<file path="src/psr_defines.svh">
`ifndef PSR_DEFINES_SVH
`define PSR_DEFINES_SVH

// ------------------------------------------------------------
// register offsets (byte addresses)
// ------------------------------------------------------------
`define PSR_OFS_STATUS 8'h7C
`define PSR_OFS_EVT_STAT 8'h80
`define PSR_OFS_EVT_MASK 8'h84
`define PSR_OFS_THR_CFG 8'h68

// ------------------------------------------------------------
// status and threshold config field positions
// ------------------------------------------------------------
`define PSR_BIT_LOCK 0
`define PSR_BIT_PRI_FREQ 1
`define PSR_BIT_SEC_FREQ 2
`define PSR_BIT_VCO_FREQ 3
`define PSR_BIT_SEC_SEL 4
`define PSR_BIT_HOLD_ACT 5
`define PSR_BIT_CAL_DONE 6
`define PSR_BIT_THR_SEL 6

// ------------------------------------------------------------
// reset values
// ------------------------------------------------------------
`define PSR_RST_STATUS 8'h00
`define PSR_RST_MASK 8'h00
`define PSR_RST_CFG 8'h00
`define PSR_RST_THR_SEL 1'b0

`endif

</file>
<file path="src/psr_pkg.sv">
package psr_pkg;
    typedef enum logic [1:0] {
        PSR_IDLE,
        PSR_ACK
    } psr_bus_state_t;
    typedef logic [7:0] psr_byte_t;
endpackage

</file>
<file path="src/psr_edge_detect.sv">
module psr_edge_detect #(
    parameter int WIDTH = 7
) (
    input wire logic core_clk_i,
    input wire logic rst_i,
    input wire logic [WIDTH-1:0] level_i,
    output logic [WIDTH-1:0] level_o,
    output logic [WIDTH-1:0] change_o
);
    logic [WIDTH-1:0] level_q;

    if (WIDTH < 1) begin : g_bad_width
        $error("edge detect needs at least one bit");
    end

    always_ff @(posedge core_clk_i or posedge rst_i) begin
        if (rst_i) begin
            level_q <= '0;
        end else begin
            level_q <= level_i;
        end
    end

    assign level_o = level_q;
    assign change_o = level_q ^ level_i;
endmodule

</file>
<file path="src/psr_top.sv">
`include "psr_defines.svh"
module psr_top (
    input wire logic core_clk_i,
    input wire logic rst_i,
    input wire logic wb_cyc_i,
    input wire logic wb_stb_i,
    input wire logic wb_we_i,
    input wire logic [7:0] wb_adr_i,
    input wire logic [3:0] wb_sel_i,
    input wire logic [31:0] wb_dat_i,
    output logic [31:0] wb_dat_o,
    output logic wb_ack_o,
    output logic wb_err_o,
    input wire logic cal_done_i,
    input wire logic holdover_active_i,
    input wire logic ref_in_secondary_sel_i,
    input wire logic vco_above_thr_i,
    input wire logic ref_in_secondary_above_thr_i,
    input wire logic ref_in_primary_above_thr_i,
    input wire logic lock_detect_i,
    output logic thr_sel_o,
    output logic irq_o
);
    // ------------------------------------------------------------
    // elaboration checks
    // ------------------------------------------------------------
    localparam int STAT_W = 7;
    localparam int REG_W = 8;

    // status byte is the captured vector plus one spare top bit
    if (STAT_W + 1 != REG_W) begin : g_bad_width
        $error("status vector must be one bit narrower than a register");
    end

    if ((`PSR_BIT_LOCK >= STAT_W) ||
        (`PSR_BIT_PRI_FREQ >= STAT_W) ||
        (`PSR_BIT_SEC_FREQ >= STAT_W) ||
        (`PSR_BIT_VCO_FREQ >= STAT_W) ||
        (`PSR_BIT_SEC_SEL >= STAT_W) ||
        (`PSR_BIT_HOLD_ACT >= STAT_W) ||
        (`PSR_BIT_CAL_DONE >= STAT_W)) begin : g_bad_field
        $error("status field position outside the status vector");
    end

    if (`PSR_BIT_THR_SEL >= REG_W) begin : g_bad_thr
        $error("threshold select bit outside the config byte");
    end

    // word-aligned offsets keep the decode free of lane steering
    if ((`PSR_OFS_STATUS % 4 != 0) ||
        (`PSR_OFS_EVT_STAT % 4 != 0) ||
        (`PSR_OFS_EVT_MASK % 4 != 0) ||
        (`PSR_OFS_THR_CFG % 4 != 0)) begin : g_bad_align
        $error("register offset not word aligned");
    end

    if ((`PSR_OFS_STATUS == `PSR_OFS_EVT_STAT) ||
        (`PSR_OFS_STATUS == `PSR_OFS_EVT_MASK) ||
        (`PSR_OFS_STATUS == `PSR_OFS_THR_CFG) ||
        (`PSR_OFS_EVT_STAT == `PSR_OFS_EVT_MASK) ||
        (`PSR_OFS_EVT_STAT == `PSR_OFS_THR_CFG) ||
        (`PSR_OFS_EVT_MASK == `PSR_OFS_THR_CFG)) begin : g_bad_map
        $error("two registers share one offset");
    end

    // ------------------------------------------------------------
    // status capture
    // ------------------------------------------------------------
    logic [STAT_W-1:0] raw;
    logic [STAT_W-1:0] stat_lvl;
    logic [STAT_W-1:0] stat_chg;
    psr_pkg::psr_byte_t status_w;

    always_comb begin
        raw = '0;
        raw[`PSR_BIT_CAL_DONE] = cal_done_i;
        raw[`PSR_BIT_HOLD_ACT] = holdover_active_i;
        raw[`PSR_BIT_SEC_SEL] = ref_in_secondary_sel_i;
        raw[`PSR_BIT_VCO_FREQ] = vco_above_thr_i;
        raw[`PSR_BIT_SEC_FREQ] = ref_in_secondary_above_thr_i;
        raw[`PSR_BIT_PRI_FREQ] = ref_in_primary_above_thr_i;
        raw[`PSR_BIT_LOCK] = lock_detect_i;
    end

    psr_edge_detect #(
        .WIDTH(STAT_W)
    ) u_edge (
        .core_clk_i(core_clk_i),
        .rst_i(rst_i),
        .level_i(raw),
        .level_o(stat_lvl),
        .change_o(stat_chg)
    );

    // bit 7 has no source and always reads 0
    assign status_w = {1'b0, stat_lvl};

    // ------------------------------------------------------------
    // bus decode
    // ------------------------------------------------------------
    logic req;
    logic hit_status;
    logic hit_evt;
    logic hit_mask;
    logic hit_cfg;
    logic wr_lane0;
    psr_pkg::psr_bus_state_t state_q;
    psr_pkg::psr_bus_state_t state_d;

    assign req = wb_cyc_i && wb_stb_i && (state_q == psr_pkg::PSR_IDLE);
    assign hit_status = wb_adr_i == `PSR_OFS_STATUS;
    assign hit_evt = wb_adr_i == `PSR_OFS_EVT_STAT;
    assign hit_mask = wb_adr_i == `PSR_OFS_EVT_MASK;
    assign hit_cfg = wb_adr_i == `PSR_OFS_THR_CFG;
    assign wr_lane0 = req && wb_we_i && wb_sel_i[0];

    // one answer per request; a request still held after ack is taken again the cycle after
    always_comb begin
        state_d = state_q;
        case (state_q)
            psr_pkg::PSR_IDLE: begin
                if (wb_cyc_i && wb_stb_i) begin
                    state_d = psr_pkg::PSR_ACK;
                end
            end
            psr_pkg::PSR_ACK: begin
                state_d = psr_pkg::PSR_IDLE;
            end
            default: begin
                state_d = psr_pkg::PSR_IDLE;
            end
        endcase
    end

    always_ff @(posedge core_clk_i or posedge rst_i) begin
        if (rst_i) begin
            state_q <= psr_pkg::PSR_IDLE;
        end else begin
            state_q <= state_d;
        end
    end

    // ------------------------------------------------------------
    // write strobes
    // ------------------------------------------------------------
    logic wr_mask;
    logic wr_cfg;
    logic wr_evt;
    logic map_hit;

    // no strobe for the status offset: writes there only get an ack
    assign wr_mask = wr_lane0 && hit_mask;
    assign wr_cfg = wr_lane0 && hit_cfg;
    assign wr_evt = wr_lane0 && hit_evt;
    assign map_hit = hit_status || hit_evt || hit_mask || hit_cfg;

    // ------------------------------------------------------------
    // event mask
    // ------------------------------------------------------------
    logic [7:0] mask_q;
    logic [7:0] mask_d;

    // bit 7 has no event behind it and stays 0
    always_comb begin
        mask_d = mask_q;
        if (wr_mask) begin
            mask_d = {1'b0, wb_dat_i[6:0]};
        end
    end

    always_ff @(posedge core_clk_i or posedge rst_i) begin
        if (rst_i) begin
            mask_q <= `PSR_RST_MASK;
        end else begin
            mask_q <= mask_d;
        end
    end

    // ------------------------------------------------------------
    // threshold select
    // ------------------------------------------------------------
    logic thr_sel_q;
    logic thr_sel_d;

    always_comb begin
        thr_sel_d = thr_sel_q;
        if (wr_cfg) begin
            thr_sel_d = wb_dat_i[`PSR_BIT_THR_SEL];
        end
    end

    always_ff @(posedge core_clk_i or posedge rst_i) begin
        if (rst_i) begin
            thr_sel_q <= `PSR_RST_THR_SEL;
        end else begin
            thr_sel_q <= thr_sel_d;
        end
    end

    assign thr_sel_o = thr_sel_q;

    // ------------------------------------------------------------
    // event status
    // ------------------------------------------------------------
    logic [7:0] evt_q;
    logic [7:0] evt_d;
    logic [7:0] evt_clr;
    logic [7:0] evt_set;

    assign evt_clr = wr_evt ? wb_dat_i[7:0] : 8'h00;
    assign evt_set = {1'b0, stat_chg};

    // per bit: set wins over a write-one-clear in the same cycle
    for (genvar b = 0; b < REG_W; b++) begin : g_evt
        assign evt_d[b] = (evt_q[b] & ~evt_clr[b]) | evt_set[b];
    end

    always_ff @(posedge core_clk_i or posedge rst_i) begin
        if (rst_i) begin
            evt_q <= `PSR_RST_STATUS;
        end else begin
            evt_q <= evt_d;
        end
    end

    // ------------------------------------------------------------
    // interrupt
    // ------------------------------------------------------------
    logic [7:0] pend_d;
    logic irq_d;

    assign pend_d = evt_d & mask_q;
    assign irq_d = |pend_d;

    always_ff @(posedge core_clk_i or posedge rst_i) begin
        if (rst_i) begin
            irq_o <= 1'b0;
        end else begin
            irq_o <= irq_d;
        end
    end

    // ------------------------------------------------------------
    // read mux
    // ------------------------------------------------------------
    psr_pkg::psr_byte_t rd_byte;

    always_comb begin
        rd_byte = 8'h00;
        if (hit_status) begin
            rd_byte = status_w;
        end else if (hit_evt) begin
            rd_byte = evt_q;
        end else if (hit_mask) begin
            rd_byte = mask_q;
        end else if (hit_cfg) begin
            rd_byte = {1'b0, thr_sel_q, 6'h00};
        end
    end

    // ------------------------------------------------------------
    // bus answer
    // ------------------------------------------------------------
    logic ack_d;
    logic err_d;
    logic [31:0] rd_data_d;

    // status writes fall through with ack and no effect
    always_comb begin
        ack_d = 1'b0;
        err_d = 1'b0;
        rd_data_d = 32'h0000_0000;
        if (req) begin
            ack_d = map_hit;
            err_d = !map_hit;
            if (!wb_we_i) begin
                rd_data_d = {24'h00_0000, rd_byte};
            end
        end
    end

    always_ff @(posedge core_clk_i or posedge rst_i) begin
        if (rst_i) begin
            wb_ack_o <= 1'b0;
        end else begin
            wb_ack_o <= ack_d;
        end
    end

    always_ff @(posedge core_clk_i or posedge rst_i) begin
        if (rst_i) begin
            wb_err_o <= 1'b0;
        end else begin
            wb_err_o <= err_d;
        end
    end

    // data reads zero outside the answer cycle
    always_ff @(posedge core_clk_i or posedge rst_i) begin
        if (rst_i) begin
            wb_dat_o <= 32'h0000_0000;
        end else begin
            wb_dat_o <= rd_data_d;
        end
    end
endmodule
</file>
<file path="config.mk">
export PLATFORM = sky130hd
export DESIGN_NAME = psr_top
export DESIGN_NICKNAME = d
export VERILOG_FILES = /design/src/psr_pkg.sv /design/src/psr_edge_detect.sv /design/src/psr_top.sv
export VERILOG_INCLUDE_DIRS = /design/src
export SDC_FILE = /design/constraint.sdc
export NUM_CORES = 1
export LEC_CHECK = 0
export BUFFER_PORTS_ARGS = -buffer_cell sky130_fd_sc_hd__clkbuf_2
export CELL_PAD_IN_SITES_DETAIL_PLACEMENT = 0
export CELL_PAD_IN_SITES_GLOBAL_PLACEMENT = 1
export CORE_MARGIN = 5
export CORE_UTILIZATION = 29
export DETAILED_ROUTE_END_ITERATION = 7
export GPL_TIMING_DRIVEN = 1
export PLACE_DENSITY = 0.75
export SYNTH_ARGS = -nofsm -noshare
export SYNTH_HDL_FRONTEND = slang
export SYNTH_HIERARCHICAL = 1
export SYNTH_SLANG_ARGS = --single-unit
</file>
<file path="constraint.sdc">
create_clock -name core_clk_i -period 1.5 [get_ports core_clk_i]
set_input_delay 0.15 -clock core_clk_i [delete_from_list [all_inputs] [get_ports core_clk_i]]
set_output_delay 0.15 -clock core_clk_i [all_outputs]
set_load 0.05 [all_outputs]
</file>
# Word-level counts from Yosys, hierarchy flattened
# Cells that the tools add are included.
# Widths: inputs -> output; s select.
# word_totals
reg_bits	60
inputBits	56
out_inout_bits	36
wordCells	63
# op_classes
eq_ne	5
n_mux	11
bitwise	25
reduce_logical	13
# ops
op	n
$mux 8	5
$eq 8x7->1 const B	2
$eq 8x8->1 const B	2
$mux 7	2
$and 1x1->1	8
$and 8x7->8	1
$not 1->1	8
$reduce_or 8->1	1
$logic_and 1x1->1	7
$or 1x1->1	7
$xor 7x7->7	1
$mux 2	2
$logic_or 1x1->1	3
$logic_not 2->1	1
$mux 1	2
$ne 2x1->1 const B	1
$logic_not 1->1	1

# Logic depth before layout (Yosys ltp)
# Gate-level depths: netlist of the first run.
# logic_depth
depth_word	11
depth_mapped	6
ltp_nobuf	5

# By module
# Netlist of the first run, hierarchy kept.
# modules_own_cells
module	instances	cells_per_inst	area_each_um2	seq_area_each_um2
psr_top	1	146	1508.9	700.7
psr_edge_detect	1	15	240.2	175.2

# Worst setup path after synthesis of the first run
# Ideal clock, no wire load.
# synth_timing
path_type	input-to-reg
start	input wb_adr_i[3]
end	register irq_o
arrival_ns	1.560
required_ns	1.366
slack_ns	-0.194
cell_stages	6
path_buffers	1
path_cell_list	or4_4 -> nor4_4 -> buf_6 -> a31oi_1 -> nor4_2 -> nand4_1
# synth_between
elab_chain_len	8
elab_cells_between_ends	28
classes_between	eq/ne (1); mux (1); bitwise (24); reduce/logical (2)
# synth_rtl
element	line_no	source
start, declared	psr_top.sv:8	input wire logic [7:0] wb_adr_i,
$eq 8x8->1 (no source line) *	--	
$logic_and 1x1->1 *	psr_top.sv:154	assign wr_evt = wr_lane0 && hit_evt;
$mux 8 *	psr_top.sv:210	assign evt_clr = wr_evt ? wb_dat_i[7:0] : 8'h00;
$not 1->1	psr_top.sv:215	assign evt_d[b] = (evt_q[b] & ~evt_clr[b]) | evt_set[b];
$and 1x1->1	psr_top.sv:215	
$or 1x1->1	psr_top.sv:215	
$and 8x7->8 *	psr_top.sv:232	assign pend_d = evt_d & mask_q;
$reduce_or 8->1 *	psr_top.sv:233	assign irq_d = |pend_d;
named net irq_d	psr_top.sv:230	logic irq_d;
end signal, assigned	psr_top.sv:239	irq_o <= irq_d;
end, declared	psr_top.sv:22	output logic irq_o
# Mark *: on every way through the listed nets, which the timed path passes. The rest lies on a longest branch.
# A chain may end at the register's enable or synchronous reset.

# Worst setup path in the final report of the first run
# layout_timing
start	register state_q[0]
end	register irq_o
# layout_between
elab_chain_len	11
elab_cells_between_ends	31
classes_between	mux (1); bitwise (24); reduce/logical (6)
# layout_rtl
element	line_no	source
start, declared	psr_top.sv:107	psr_pkg::psr_bus_state_t state_q;
start signal, assigned	psr_top.sv:137	state_q <= psr_pkg::PSR_IDLE;
start signal, assigned	psr_top.sv:139	state_q <= state_d;
$logic_not 2->1 *	psr_top.sv:110	assign req = wb_cyc_i && wb_stb_i && (state_q == psr_pkg::PSR_IDLE);
$logic_and 1x1->1 *	psr_top.sv:110	
$logic_and 1x1->1 * (2 in a row)	psr_top.sv:115	assign wr_lane0 = req && wb_we_i && wb_sel_i[0];
$logic_and 1x1->1 *	psr_top.sv:154	
$mux 8 *	psr_top.sv:210	
$not 1->1	psr_top.sv:215	
$and 1x1->1	psr_top.sv:215	
$or 1x1->1	psr_top.sv:215	
$and 8x7->8 *	psr_top.sv:232	
$reduce_or 8->1 *	psr_top.sv:233	
named net irq_d	psr_top.sv:230	
# Marked as above.

==> results of run 1 <==
==> repair_timing <==
action	CTS	global route
gates resized for setup	4	1
hold buffers	2	2
setup buffers	1	1
setup endpoints to repair	13	19
endpoints found under the hold margin	36	2
pin swaps	1	1
==> worst max-delay path by stage <==
stage | start | to | slack, ns | cells after the start
floorplan | wb_adr_i[3] | irq_o | -0.09 | 6
global placement | wb_adr_i[4] | irq_o | -0.30 | 7
detailed placement | wb_adr_i[4] | irq_o | -0.34 | 7
CTS | state_q[0] | irq_o | -0.13 | 6
global route | state_q[0] | irq_o | -0.25 | 6
finish | state_q[0] | irq_o | -0.10 | 6
==> critical path: stages, from the launching register on <==
cell                       delay, ns
sky130_fd_sc_hd__dfrtp_1        0.35
sky130_fd_sc_hd__nand3b_1       0.25
sky130_fd_sc_hd__nor4_4         0.19
sky130_fd_sc_hd__buf_6          0.16
sky130_fd_sc_hd__a31oi_1        0.09
sky130_fd_sc_hd__nor4_2         0.30
sky130_fd_sc_hd__nand4_1        0.12
==> synth_stat cells (2+ instances only) <==
library cell	number
sky130_fd_sc_hd__nand2_1	15
sky130_fd_sc_hd__a31oi_1	5
sky130_fd_sc_hd__clkbuf_1	2
sky130_fd_sc_hd__or2_2	5
sky130_fd_sc_hd__nand3b_1	2
sky130_fd_sc_hd__mux2_2	15
sky130_fd_sc_hd__a22oi_1	6
sky130_fd_sc_hd__inv_1	7
sky130_fd_sc_hd__dfrtp_1	35
sky130_fd_sc_hd__buf_4	24
sky130_fd_sc_hd__xor2_1	7
sky130_fd_sc_hd__a21boi_0	4
sky130_fd_sc_hd__o21ai_0	7
sky130_fd_sc_hd__nor2_1	9
==> logic make-up (layout without fill, tap and decap cells) <==
group | Yosys count | after routing | synth area share, %
AO/OA/AOI/OAI | 23 | 23 | 8.37
XOR/XNOR | 7 | 7 | 3.51
multiplexers | 15 | 15 | 9.66
other | 1 | 24 | 0.214
buffers and inverters | 34 | 73 | 12.9
flip-flops | 35 | 35 | 50.1
AND/OR/NAND/NOR | 46 | 46 | 15.3
==> cell type report <==
type / instances / share of cell area (%)
Inverter: 7 / 1.19
Multi-Input combinational cell: 115 / 34.3
Sequential cell: 35 / 39.8
Timing Repair Buffer: 58 / 15.9
Clock buffer: 8 / 4.55
Tap cell: 75 / 4.26
==> per-stage QoR <==
step / hold slack, ns / util [%] / cell area [um^2] / cells / total power, W
floorplan: -0.0466 / - / 1840 / 184 / 0.00125
CTS: 0.000897 / 36.9 / 2170 / 295 / 0.00205
detailed placement: 0.150 / 34.5 / 2030 / 284 / 0.00129
finish: 0.00540 / 37.4 / 2200 / 298 / 0.00204
global route: 0.000729 / 37.4 / 2200 / 298 / 0.00211
global placement: 0.138 / 34.5 / 2030 / 284 / 0.00128
==> power by group <==
| part | internal (W) | switching (W) | leakage (nW) |
|---|---|---|---|
| clock network | 0.000419 | 0.000340 | 0.0515 |
| logic | 0.0000774 | 0.000231 | 0.600 |
| registers | 0.000959 | 0.00000929 | 0.434 |
| total | 0.00146 | 0.000581 | 1.09 |
==> layer usage <==
metal | vias to the layer above | GRT usage (%) | share of wire, %
li1 | 624 | - | -
met2 | 45 | 17.7 | 48
met3 | 6 | 3.01 | 7.8
met1 | 613 | 13.3 | 43
met5 | - | 0 | 0
met4 | 0 | 3.77 | 1.1
==> flip-flops by register name (all words and copies together), names as in the netlist <==
register	cells
evt_q	8
irq_o	1
mask_q	7
state_q	1
thr_sel_o	1
u_edge/level_o	7
wb_ack_o	1
wb_dat_o	8
wb_err_o	1
==> cell usage in the layout (no fill, tap or decap), types with 2 or more instances in the layout <==
cell,synthesis,layout
sky130_fd_sc_hd__a21boi_0,4,2
sky130_fd_sc_hd__a21boi_1,0,2
sky130_fd_sc_hd__a22oi_1,6,6
sky130_fd_sc_hd__a31oi_1,5,5
sky130_fd_sc_hd__buf_4,24,13
sky130_fd_sc_hd__clkbuf_2,0,40
sky130_fd_sc_hd__clkbuf_8,0,7
sky130_fd_sc_hd__conb_1,1,24
sky130_fd_sc_hd__dfrtp_1,35,35
sky130_fd_sc_hd__dlygate4sd3_1,0,4
sky130_fd_sc_hd__inv_1,7,7
sky130_fd_sc_hd__mux2_2,15,15
sky130_fd_sc_hd__nand2_1,15,15
sky130_fd_sc_hd__nand3b_1,2,2
sky130_fd_sc_hd__nor2_1,9,9
sky130_fd_sc_hd__nor4_2,1,2
sky130_fd_sc_hd__o21ai_0,7,7
sky130_fd_sc_hd__or2_2,5,5
sky130_fd_sc_hd__xor2_1,7,7
==> results summary, run 1 <==
The synthesized design contains 35 register bits. The required time at the worst-slack endpoint is 1.66 ns. The tree is rooted in a sky130_fd_sc_hd__clkbuf_8. The count of yosys warnings during synthesis came out at 6. The number of antenna cells inserted is 0. The fraction of layout instances using a drive strength above 1 came out at 39.9%.

The static leakage is 1.09 nW. The routed design could run at a clock period as short as 1.60 ns. The proportion of register bits with asynchronous set or reset after synthesis is 100%. The detail route stage leaves a number of antenna-violating nets equal to 0. The worst voltage drop across the vdd grid came out at 0.312 mV. The cell area after synthesis came out at 0.00175 mm^2. The final layout contains 278 nets. The clock reaches the later pin of the worst-skew pair after 0.29 ns. In this run the horizontal extent of the chip is 87.7 um. The endpoint of the lowest-slack register-to-register path is irq_o.

The final reports fail on negative setup slack. The number of enable-type register cells in the synthesized netlist came out at 0. The CTS tree is built.

The number of global-route vias before repair came out at 1338. The clock-pin slew reported for the worst setup and hold paths after clock tree synthesis is 0.07 ns. The final number of hold-violating endpoints came out at 0. The worst setup slack before clock tree synthesis is -0.342 ns. The reg-to-reg setup timing slack is -0.10 ns.

Entering global routing, the biggest net connects 29 pins. The remaining routing DRC violations came out at 0. The worst hold path terminates at u_edge/level_o[2]. The biggest area contributor in the post-synthesis netlist is sky130_fd_sc_hd__dfrtp_1. The flow ran to the end, but the final reports show violations. The count of clock tree sinks came out at 35.

The full die area came out at 0.00769 mm^2. Setup repair after global routing could not meet its margin everywhere. The final setup slack of the worst path came out at -0.102 ns.

The detail-routed net length per standard cell is 13.2 um. The arrival time at the worst endpoint is 1.76 ns. The share of synthesized area in the top cell type comes to 50.1%.

The initial antenna violation count is 0. STA classifies the critical path endpoint as a flip-flop. The hold path depth is 1.

The worst setup path is of the reg -> reg kind. In this run the power density over the cells is 925 mW/mm^2. Of the available clock period, the critical path in the final layout requires 107%. The y dimension of the die is 87.7 um. In the final layout, the multi-input gates occupy 756 um^2. The effective utilization at floorplan is 29.7%. Yosys mapped the design onto 32 distinct sky130hd cell types. After global routing the overflow that remains totals 0. The register area came out at 876 um^2. The area of the core is 0.00589 mm^2. The number of setup violations in the final report came out at 4.

The H-tree generated during clock tree synthesis spans 2 levels. The count of buffers inserted at the top-level ports came out at 40. After routing, the total negative slack on setup checks comes to -0.213 ns. The clock passes through at most 2 buffers. The number of instances in the synthesized netlist is 161. The worst hold path belongs to the class in -> reg. The total track usage came out at 10.7%. The total of max-cap violations is 0.

The worst register-to-register path begins at state_q[0]. By area the synthesized netlist is led by sky130_fd_sc_hd__dfrtp_1 50%, sky130_fd_sc_hd__buf_4 10%, sky130_fd_sc_hd__mux2_2 9.7%. Derived from the worst setup path, the maximum achievable clock frequency is 0.624 GHz.

In the synthesized netlist the dominant register cell turns out to be sky130_fd_sc_hd__dfrtp_1. The boundary pin count is 92. The total via count in the routed design came out at 1288. The HPWL reported at the end of detailed placement is 3.07 mm. The initialized floorplan defines 28 standard-cell rows. The total of fill cells in the finished design is 612. The number of buffers inserted during clock tree synthesis is 5.

The critical-path maximum fanout came out at 8. The routed via count divided by cell count is 4.32. The average footprint of a synthesized cell came out at 10.9 um^2.

After detailed routing, the total wire length is 3.93 mm. Before antenna repair, the detailed router went through 4 iterations. The startpoint identified for the worst hold timing path is ref_in_secondary_above_thr_i. The share of the yosys chip area belonging to registers came out at 50.1%.

At the end of routability-driven placement, the weighted congestion stood at 0.718. The final worst clock skew is 0.00713 ns. The worst setup path is launched from a flip-flop. The number of cell instances on the worst register-to-register path is 6. The layout overhead on the synthesized area came out at 25.8%. The number of design-rule violations left by the first detailed-router iteration came out at 41. The number of pins exceeding their max-slew limit in the final report is 0.

The wire length of the first global-routing pass is 6.23 mm.
No activity file was read; power rests on OpenSTA's default activity.
==> run 2: changes to the inputs <==
Settings changed: SKIP_LAST_GASP from default to 1.
==> run 2 against run 1 <==
Compared with the run above: the flow still finishes with violations (negative setup slack); routed wire length did not move; cell count did not move; combinational power barely moved; maximum frequency did not move; first-iteration DRC count did not move; critical path type unchanged.
==> results summary, run 2 (synthesis results as in run 1) <==
The run finished, with violations left. The final reports fail on negative setup slack. The number of design-rule violations left by the first detailed-router iteration is 41. The number of antenna diodes in the final layout is 0.

The multi-input combinational cell area is 756 um^2. The horizontal extent of the die is 87.7 um. The reg-to-reg setup timing slack is -0.10 ns. The number of global-route vias before repair is 1338. The clock period minus final worst setup slack is 1.60 ns.

The final RePlAce weighted congestion came out at 0.718. The final antenna-violating net count came out at 0. The number of pins exceeding their max-slew limit in the final report was 0.

The wire length of the first global-routing pass came out at 6.23 mm. The total of fill cells in the finished design came out at 612. The effective utilization at floorplan is 29.7%. In this run the static leakage power is 1.09 nW. TritonCTS built the clock tree. The final worst clock skew came out at 0.00713 ns. In this run the worst setup path begins at state_q[0].

The detail-routed net length per standard cell came out at 13.2 um. Before CTS, the worst setup slack after placement is -0.342 ns. The area of the core came out at 0.00589 mm^2.

The number of setup violations in the final report came out at 4. The largest registers in the layout are evt_q (8), wb_dat_o (8). In this run the worst hold path is classified as in -> reg. The full die area is 0.00769 mm^2. Summing internal, switching and leakage power gives 0.00204 W. The top cell types in the final layout, fill and taps aside, are 40 x sky130_fd_sc_hd__clkbuf_2, 35 x sky130_fd_sc_hd__dfrtp_1, 24 x sky130_fd_sc_hd__conb_1. The detailed-routing iteration count for the pre-antenna-repair pass is 4. The layout overhead on the synthesized area came out at 25.8%. The tightest hold margin came out at 0.00540 ns. In this run the core area contains 28 standard-cell rows. The worst setup path is launched from a flip-flop. Setup repair after global routing could not meet its margin everywhere. The critical setup path kind is reg -> reg. The endpoint identified for the worst register-to-register timing path is irq_o. Along the worst path, the maximum fanout reaches 8. Global routing used 10.7% of the available tracks. The worst voltage drop across the vdd grid came out at 0.312 mV. The highest attainable clock frequency is 0.624 GHz.

The number of cell instances on the worst register-to-register path is 6. The routed via count divided by cell count is 4.32. The number of H-tree levels came out at 2.

The total via count in the routed design is 1288. The y dimension of the die came out at 87.7 um. For this run, the number of standard cells in the final layout without fillers is 298. The root buffer cell chosen for the clock tree is sky130_fd_sc_hd__clkbuf_8.

The initial antenna violation count is 0. Across all setup checks in the final design, the least slack found is -0.102 ns. The total of max-cap violations is 0. The clock-pin slew reported for the worst setup and hold paths after clock tree synthesis is 0.07 ns. The worst register-to-register path begins at state_q[0].

The library cell used most frequently in the layout, excluding fill and tap cells, is sky130_fd_sc_hd__clkbuf_2. The final layout contains 278 nets. The arrival time at the worst endpoint came out at 1.76 ns. Entering global routing, the biggest net connects 29 pins.

The count of buffers inserted at the top-level ports is 40. The sum of overflow across all layers after global routing came out at 0. The count of clock tree sinks is 35.

Dividing total power by cell area gives a power density of 925 mW/mm^2. The final number of hold-violating endpoints was 0. Once placement completed, the tool counted placed cells totaling 284.

STA puts the critical path data required time at 1.66 ns. The buffer depth of the longest clock path is 2. STA classifies the critical path endpoint as a flip-flop. Clock latency on the worst-skew pair, taken at its later pin, is 0.29 ns. The post-route clock period utilization is 107%. The HPWL reported at the end of detailed placement came out at 3.07 mm.

The critical path endpoint is irq_o. The number of buffers inserted during clock tree synthesis came out at 5. The register area is 876 um^2.

After detailed routing, the number of remaining DRC violations is 0. For this design the top-level I/O count stands at 92. For this block, the routed nets add up to 3.93 mm of wire. The share of the core filled with cells came out at 37.4%. Of the cells placed in the final design, the portion with a size suffix greater than 1 is 39.9%.
## run 2: worst min-delay path by stage
stage | from | end | slack (ns) | cells after the start
after detailed placement | rst_i | u_edge/level_o[6] | 0.15 | 2
final | ref_in_secondary_above_thr_i | u_edge/level_o[2] | 0.005 | 1
after CTS | vco_above_thr_i | u_edge/level_o[3] | 0.0009 | 1
after global routing | ref_in_secondary_above_thr_i | u_edge/level_o[2] | 0.0007 | 1
after floorplan | rst_i | u_edge/level_o[0] | -0.05 | 1
after global placement | rst_i | u_edge/level_o[6] | 0.14 | 2
## run 2: report_power, final
group	internal, W	leakage, nW	switching (W)
clock	0.000419	0.0515	0.000340
sequential	0.000959	0.434	0.00000929
combinational	0.0000774	0.600	0.000231
total	0.00146	1.09	0.000581
## run 2: area by class of cell
cell class	instances	area share (%)
clock buffer	8	4.55
inverter	7	1.19
multi-input combinational	115	34.3
sequential	35	39.8
tap	75	4.26
timing repair buffer	58	15.9
## run 2: layer usage
| layer | GRT usage, % | part of all wire (%) | vias up |
|---|---|---|---|
| met5 | 0 | 0 | - |
| met4 | 3.77 | 1.1 | 0 |
| met1 | 13.3 | 43 | 613 |
| li1 | - | - | 624 |
| met2 | 17.7 | 48 | 45 |
| met3 | 3.01 | 7.8 | 6 |
## run 2: repair_timing
| item | in CTS | in global routing |
|---|---|---|
| resized for setup | 3 | 2 |
| setup endpoints to repair | 13 | 19 |
| hold endpoints to repair | 36 | 2 |
| setup buffers | 1 | 1 |
| pin swaps | 1 | 1 |
| hold buffers | 2 | 2 |
## run 2: worst max-delay path, cell delays in order (launching register included)
cell and delay (ns):
sky130_fd_sc_hd__dfrtp_1 0.35, sky130_fd_sc_hd__nand3b_1 0.25, sky130_fd_sc_hd__nor4_4 0.19, sky130_fd_sc_hd__buf_6 0.16, sky130_fd_sc_hd__a31oi_1 0.09, sky130_fd_sc_hd__nor4_2 0.30
sky130_fd_sc_hd__nand4_1 0.12
## run 2: per-stage QoR
stage | setup TNS (ns) | area (um^2)
floorplan | -0.241 | 1840
global placement | -2.67 | 2030
detailed placement | -2.84 | 2030
CTS | -0.304 | 2170
global route | -1.36 | 2200
finish | -0.213 | 2200
==> run 3: changes to the inputs <==
Settings changed: CORE_UTILIZATION 29 to 33, MAX_ROUTING_LAYER from default to met4, PLACE_DENSITY 0.75 to 0.81, REMOVE_ABC_BUFFERS from default to 1.
Clock period 1.5 ns to 1.55 ns, I/O delays scaled along.
==> run 3 against run 2 <==
Compared with the run above: the flow still finishes with violations (negative setup slack); worst hold slack gained 0.0031 ns; critical path depth shrank 2; total power shrank 3.3%; core utilization grew 6.6 points; final area grew 2.8%; routed wire length grew 1.7%; sequential share of layout area shrank 1.1 points; register-to-register slack lost 0.02 ns; via count grew 0.31%.
==> results summary, run 3 (synthesis results as in run 1) <==
TritonCTS built the clock tree. The y dimension of the die came out at 82.8 um. The highest attainable clock frequency came out at 0.597 GHz.

The largest net degree at the start of global routing came out at 22. Global routing finished with a remaining overflow of 0. The area of the core is 0.00514 mm^2.

In the final layout, the registers with the most flip-flops are evt_q (8), wb_dat_o (8). The post-route clock period utilization is 108%. The die covers 0.00686 mm^2.

Once detail routing completed, the nets flagged for antenna violations numbered 0. The share of total power consumed by net switching is 27.9%. The critical path endpoint is thr_sel_o. The critical path goes through nand3b_1 > buf_4 > or4_4 > mux2_2. The endpoint of the lowest-slack register-to-register path is thr_sel_o. The slowest stage of the critical path belongs to the cell sky130_fd_sc_hd__or4_4.

The most frequent standard cell in the layout excluding fill and tap cells is sky130_fd_sc_hd__clkbuf_2. The final reports fail on negative setup slack. The worst setup path is captured at a flip-flop.

The launching point of the worst reg2reg path is state_q[0]. The arrival time at the worst endpoint came out at 1.84 ns. The detail-routed net length per standard cell is 13.4 um.

The critical-path maximum fanout is 2. The static leakage is 1.11 nW. For this block, the initial DRC count from the detailed router was 71. The worst setup slack before clock tree synthesis is -0.350 ns. Max-cap violations in this run came to 0.

The total track usage is 12.3%. The clock net in this run drives a total of 35 sinks. CTS built an H-tree with a depth of 2. Counting instances, the worst hold path has a depth of 1. The register area is 876 um^2.

The power share of the clock group came out at 36.6%. The clock passes through at most 2 buffers. Dividing total power by cell area gives a power density of 871 mW/mm^2. The number of pins exceeding their max-slew limit in the final report was 0. Once the floorplan was initialized, standard cells occupied 34.0% of the core. The final number of hold-violating endpoints was 0. The tightest min-delay check is of the in -> reg type.

The number of buffers inserted during clock tree synthesis came out at 5. The total of fill cells in the finished design came out at 524. In this run the clock root is driven by a sky130_fd_sc_hd__clkbuf_8. The area of all placed cells without fillers is 0.00226 mm^2. The number of cell instances on the worst register-to-register path is 4. The final layout contains 283 nets.

The wire length of the first global-routing pass came out at 6.60 mm. The number of setup violations in the final report is 3. Across all register-to-register paths, the minimum setup slack is -0.12 ns.

The insertion delay of the later-clocked pin in the worst-skew pair is 0.28 ns. The horizontal extent of the die came out at 82.8 um. The initial antenna violation count is 0. The routed via count divided by cell count is 4.34. The placed standard-cell area came out at 0.00203 mm^2. Setup repair after global routing could not meet its margin everywhere.

0 antenna diodes ended up in the layout. The layout overhead on the synthesized area is 29.3%. The critical setup path kind is reg -> reg. In this run the power spent charging and discharging nets is 0.000550 W. The required time at the worst-slack endpoint came out at 1.72 ns. The part of the total power dissipated in combinational logic is 15.9%.

The launch point of the worst path is state_q[0]. The detailed-routing iteration count for the pre-antenna-repair pass came out at 4. The fraction of layout instances using a drive strength above 1 is 41.7%.

For the final routed database, the setup TNS stands at -0.203 ns. The routed design has 4.00 mm of wire. 92 I/O pins were placed. In the layout the commonest cells are 40 x sky130_fd_sc_hd__clkbuf_2, 35 x sky130_fd_sc_hd__dfrtp_1, 24 x sky130_fd_sc_hd__conb_1. STA classifies the critical path startpoint as a flip-flop.

The maximum single-stage delay on the critical path came out at 0.50 ns. The total via count in the routed design came out at 1292. At the end of routability-driven placement, the weighted congestion stood at 0.847. The share of total power in sequential cells came out at 47.5%. The run finished, with violations left. For this run, design rule violations remaining after detail routing come to 0.

In the final layout, the multi-input gates occupy 768 um^2. The count of buffers inserted at the top-level ports is 40. The internal power of the cells came out at 0.00142 W. The number of global-route vias before repair is 1349.

The HPWL reported at the end of detailed placement is 2.99 mm. The clock-pin slew reported for the worst setup and hold paths after clock tree synthesis is 0.07 ns. Measured on the finished design, the core utilization comes to 44.0%.

The worst voltage drop across the vdd grid came out at 0.528 mV. The clock period minus final worst setup slack is 1.67 ns. The final worst clock skew came out at 0.00286 ns. The number of standard-cell rows in the floorplan came out at 26. Across all setup checks in the final design, the least slack found is -0.124 ns.
[run 3: critical path, delay by kind of cell (launching register included)]
family | cells | cell delay, ns
muxes | 1 | 0.28
and+or+nand+nor | 2 | 0.73
DFF | 1 | 0.35
buffers and inverters | 1 | 0.19
[run 3: what timing repair did]
action / in CTS / in global routing
gates resized for setup: 2 / 11
endpoints found under the hold margin: 18 / 2
endpoints found under the setup margin: 10 / 18
hold buffers: 5 / 2
pin swaps: 0 / 1
buffers inserted: 1 / 1
[run 3: how the worst min path moves through the flow]
stage,startpoint,endpoint,slack (ns)
floorplan,rst_i,u_edge/level_o[0],-0.04
global placement,rst_i,evt_q[1],0.12
detailed placement,rst_i,evt_q[1],0.12
CTS,ref_in_secondary_above_thr_i,u_edge/level_o[2],0.004
global route,lock_detect_i,u_edge/level_o[0],0.003
finish,lock_detect_i,u_edge/level_o[0],0.008
[run 3: through the flow]
stage	cells	power, W	hold WS (ns)
4_1_cts	295	0.00198	0.00364
3_5_place_dp	281	0.00124	0.115
5_1_grt	298	0.00205	0.00341
6_report	298	0.00197	0.00847
2_1_floorplan	157	0.00116	-0.0416
3_3_place_gp	281	0.00124	0.117
[run 3: area by class of cell]
| class | instances | area share (%) |
|---|---|---|
| multi-input cells | 115 | 34.0 |
| well taps | 70 | 3.87 |
| clock buffers | 8 | 4.42 |
| flip-flops and latches | 35 | 38.7 |
| inverters | 7 | 1.27 |
| repair buffers | 63 | 17.8 |
[run 3: routing by layer]
layer / up-vias / track usage (%) / wire length, um
met5: - / - / 0
met4: 0 / 4.01 / 54
li1: 633 / - / -
met3: 7 / 3.86 / 290
met2: 50 / 19.3 / 1830
met1: 602 / 15.2 / 1830
[run 3: power by group through the flow]
| stage | Combinational, W | Clock, W | Sequential [W] |
|---|---|---|---|
| floorplan | 0.000193 | 0 | 0.000963 |
| global placement | 0.000289 | 0 | 0.000954 |
| detailed placement | 0.000289 | 0 | 0.000954 |
| CTS | 0.000303 | 0.000736 | 0.000937 |
| global route | 0.000336 | 0.000779 | 0.000937 |
| finish | 0.000313 | 0.000720 | 0.000937 |
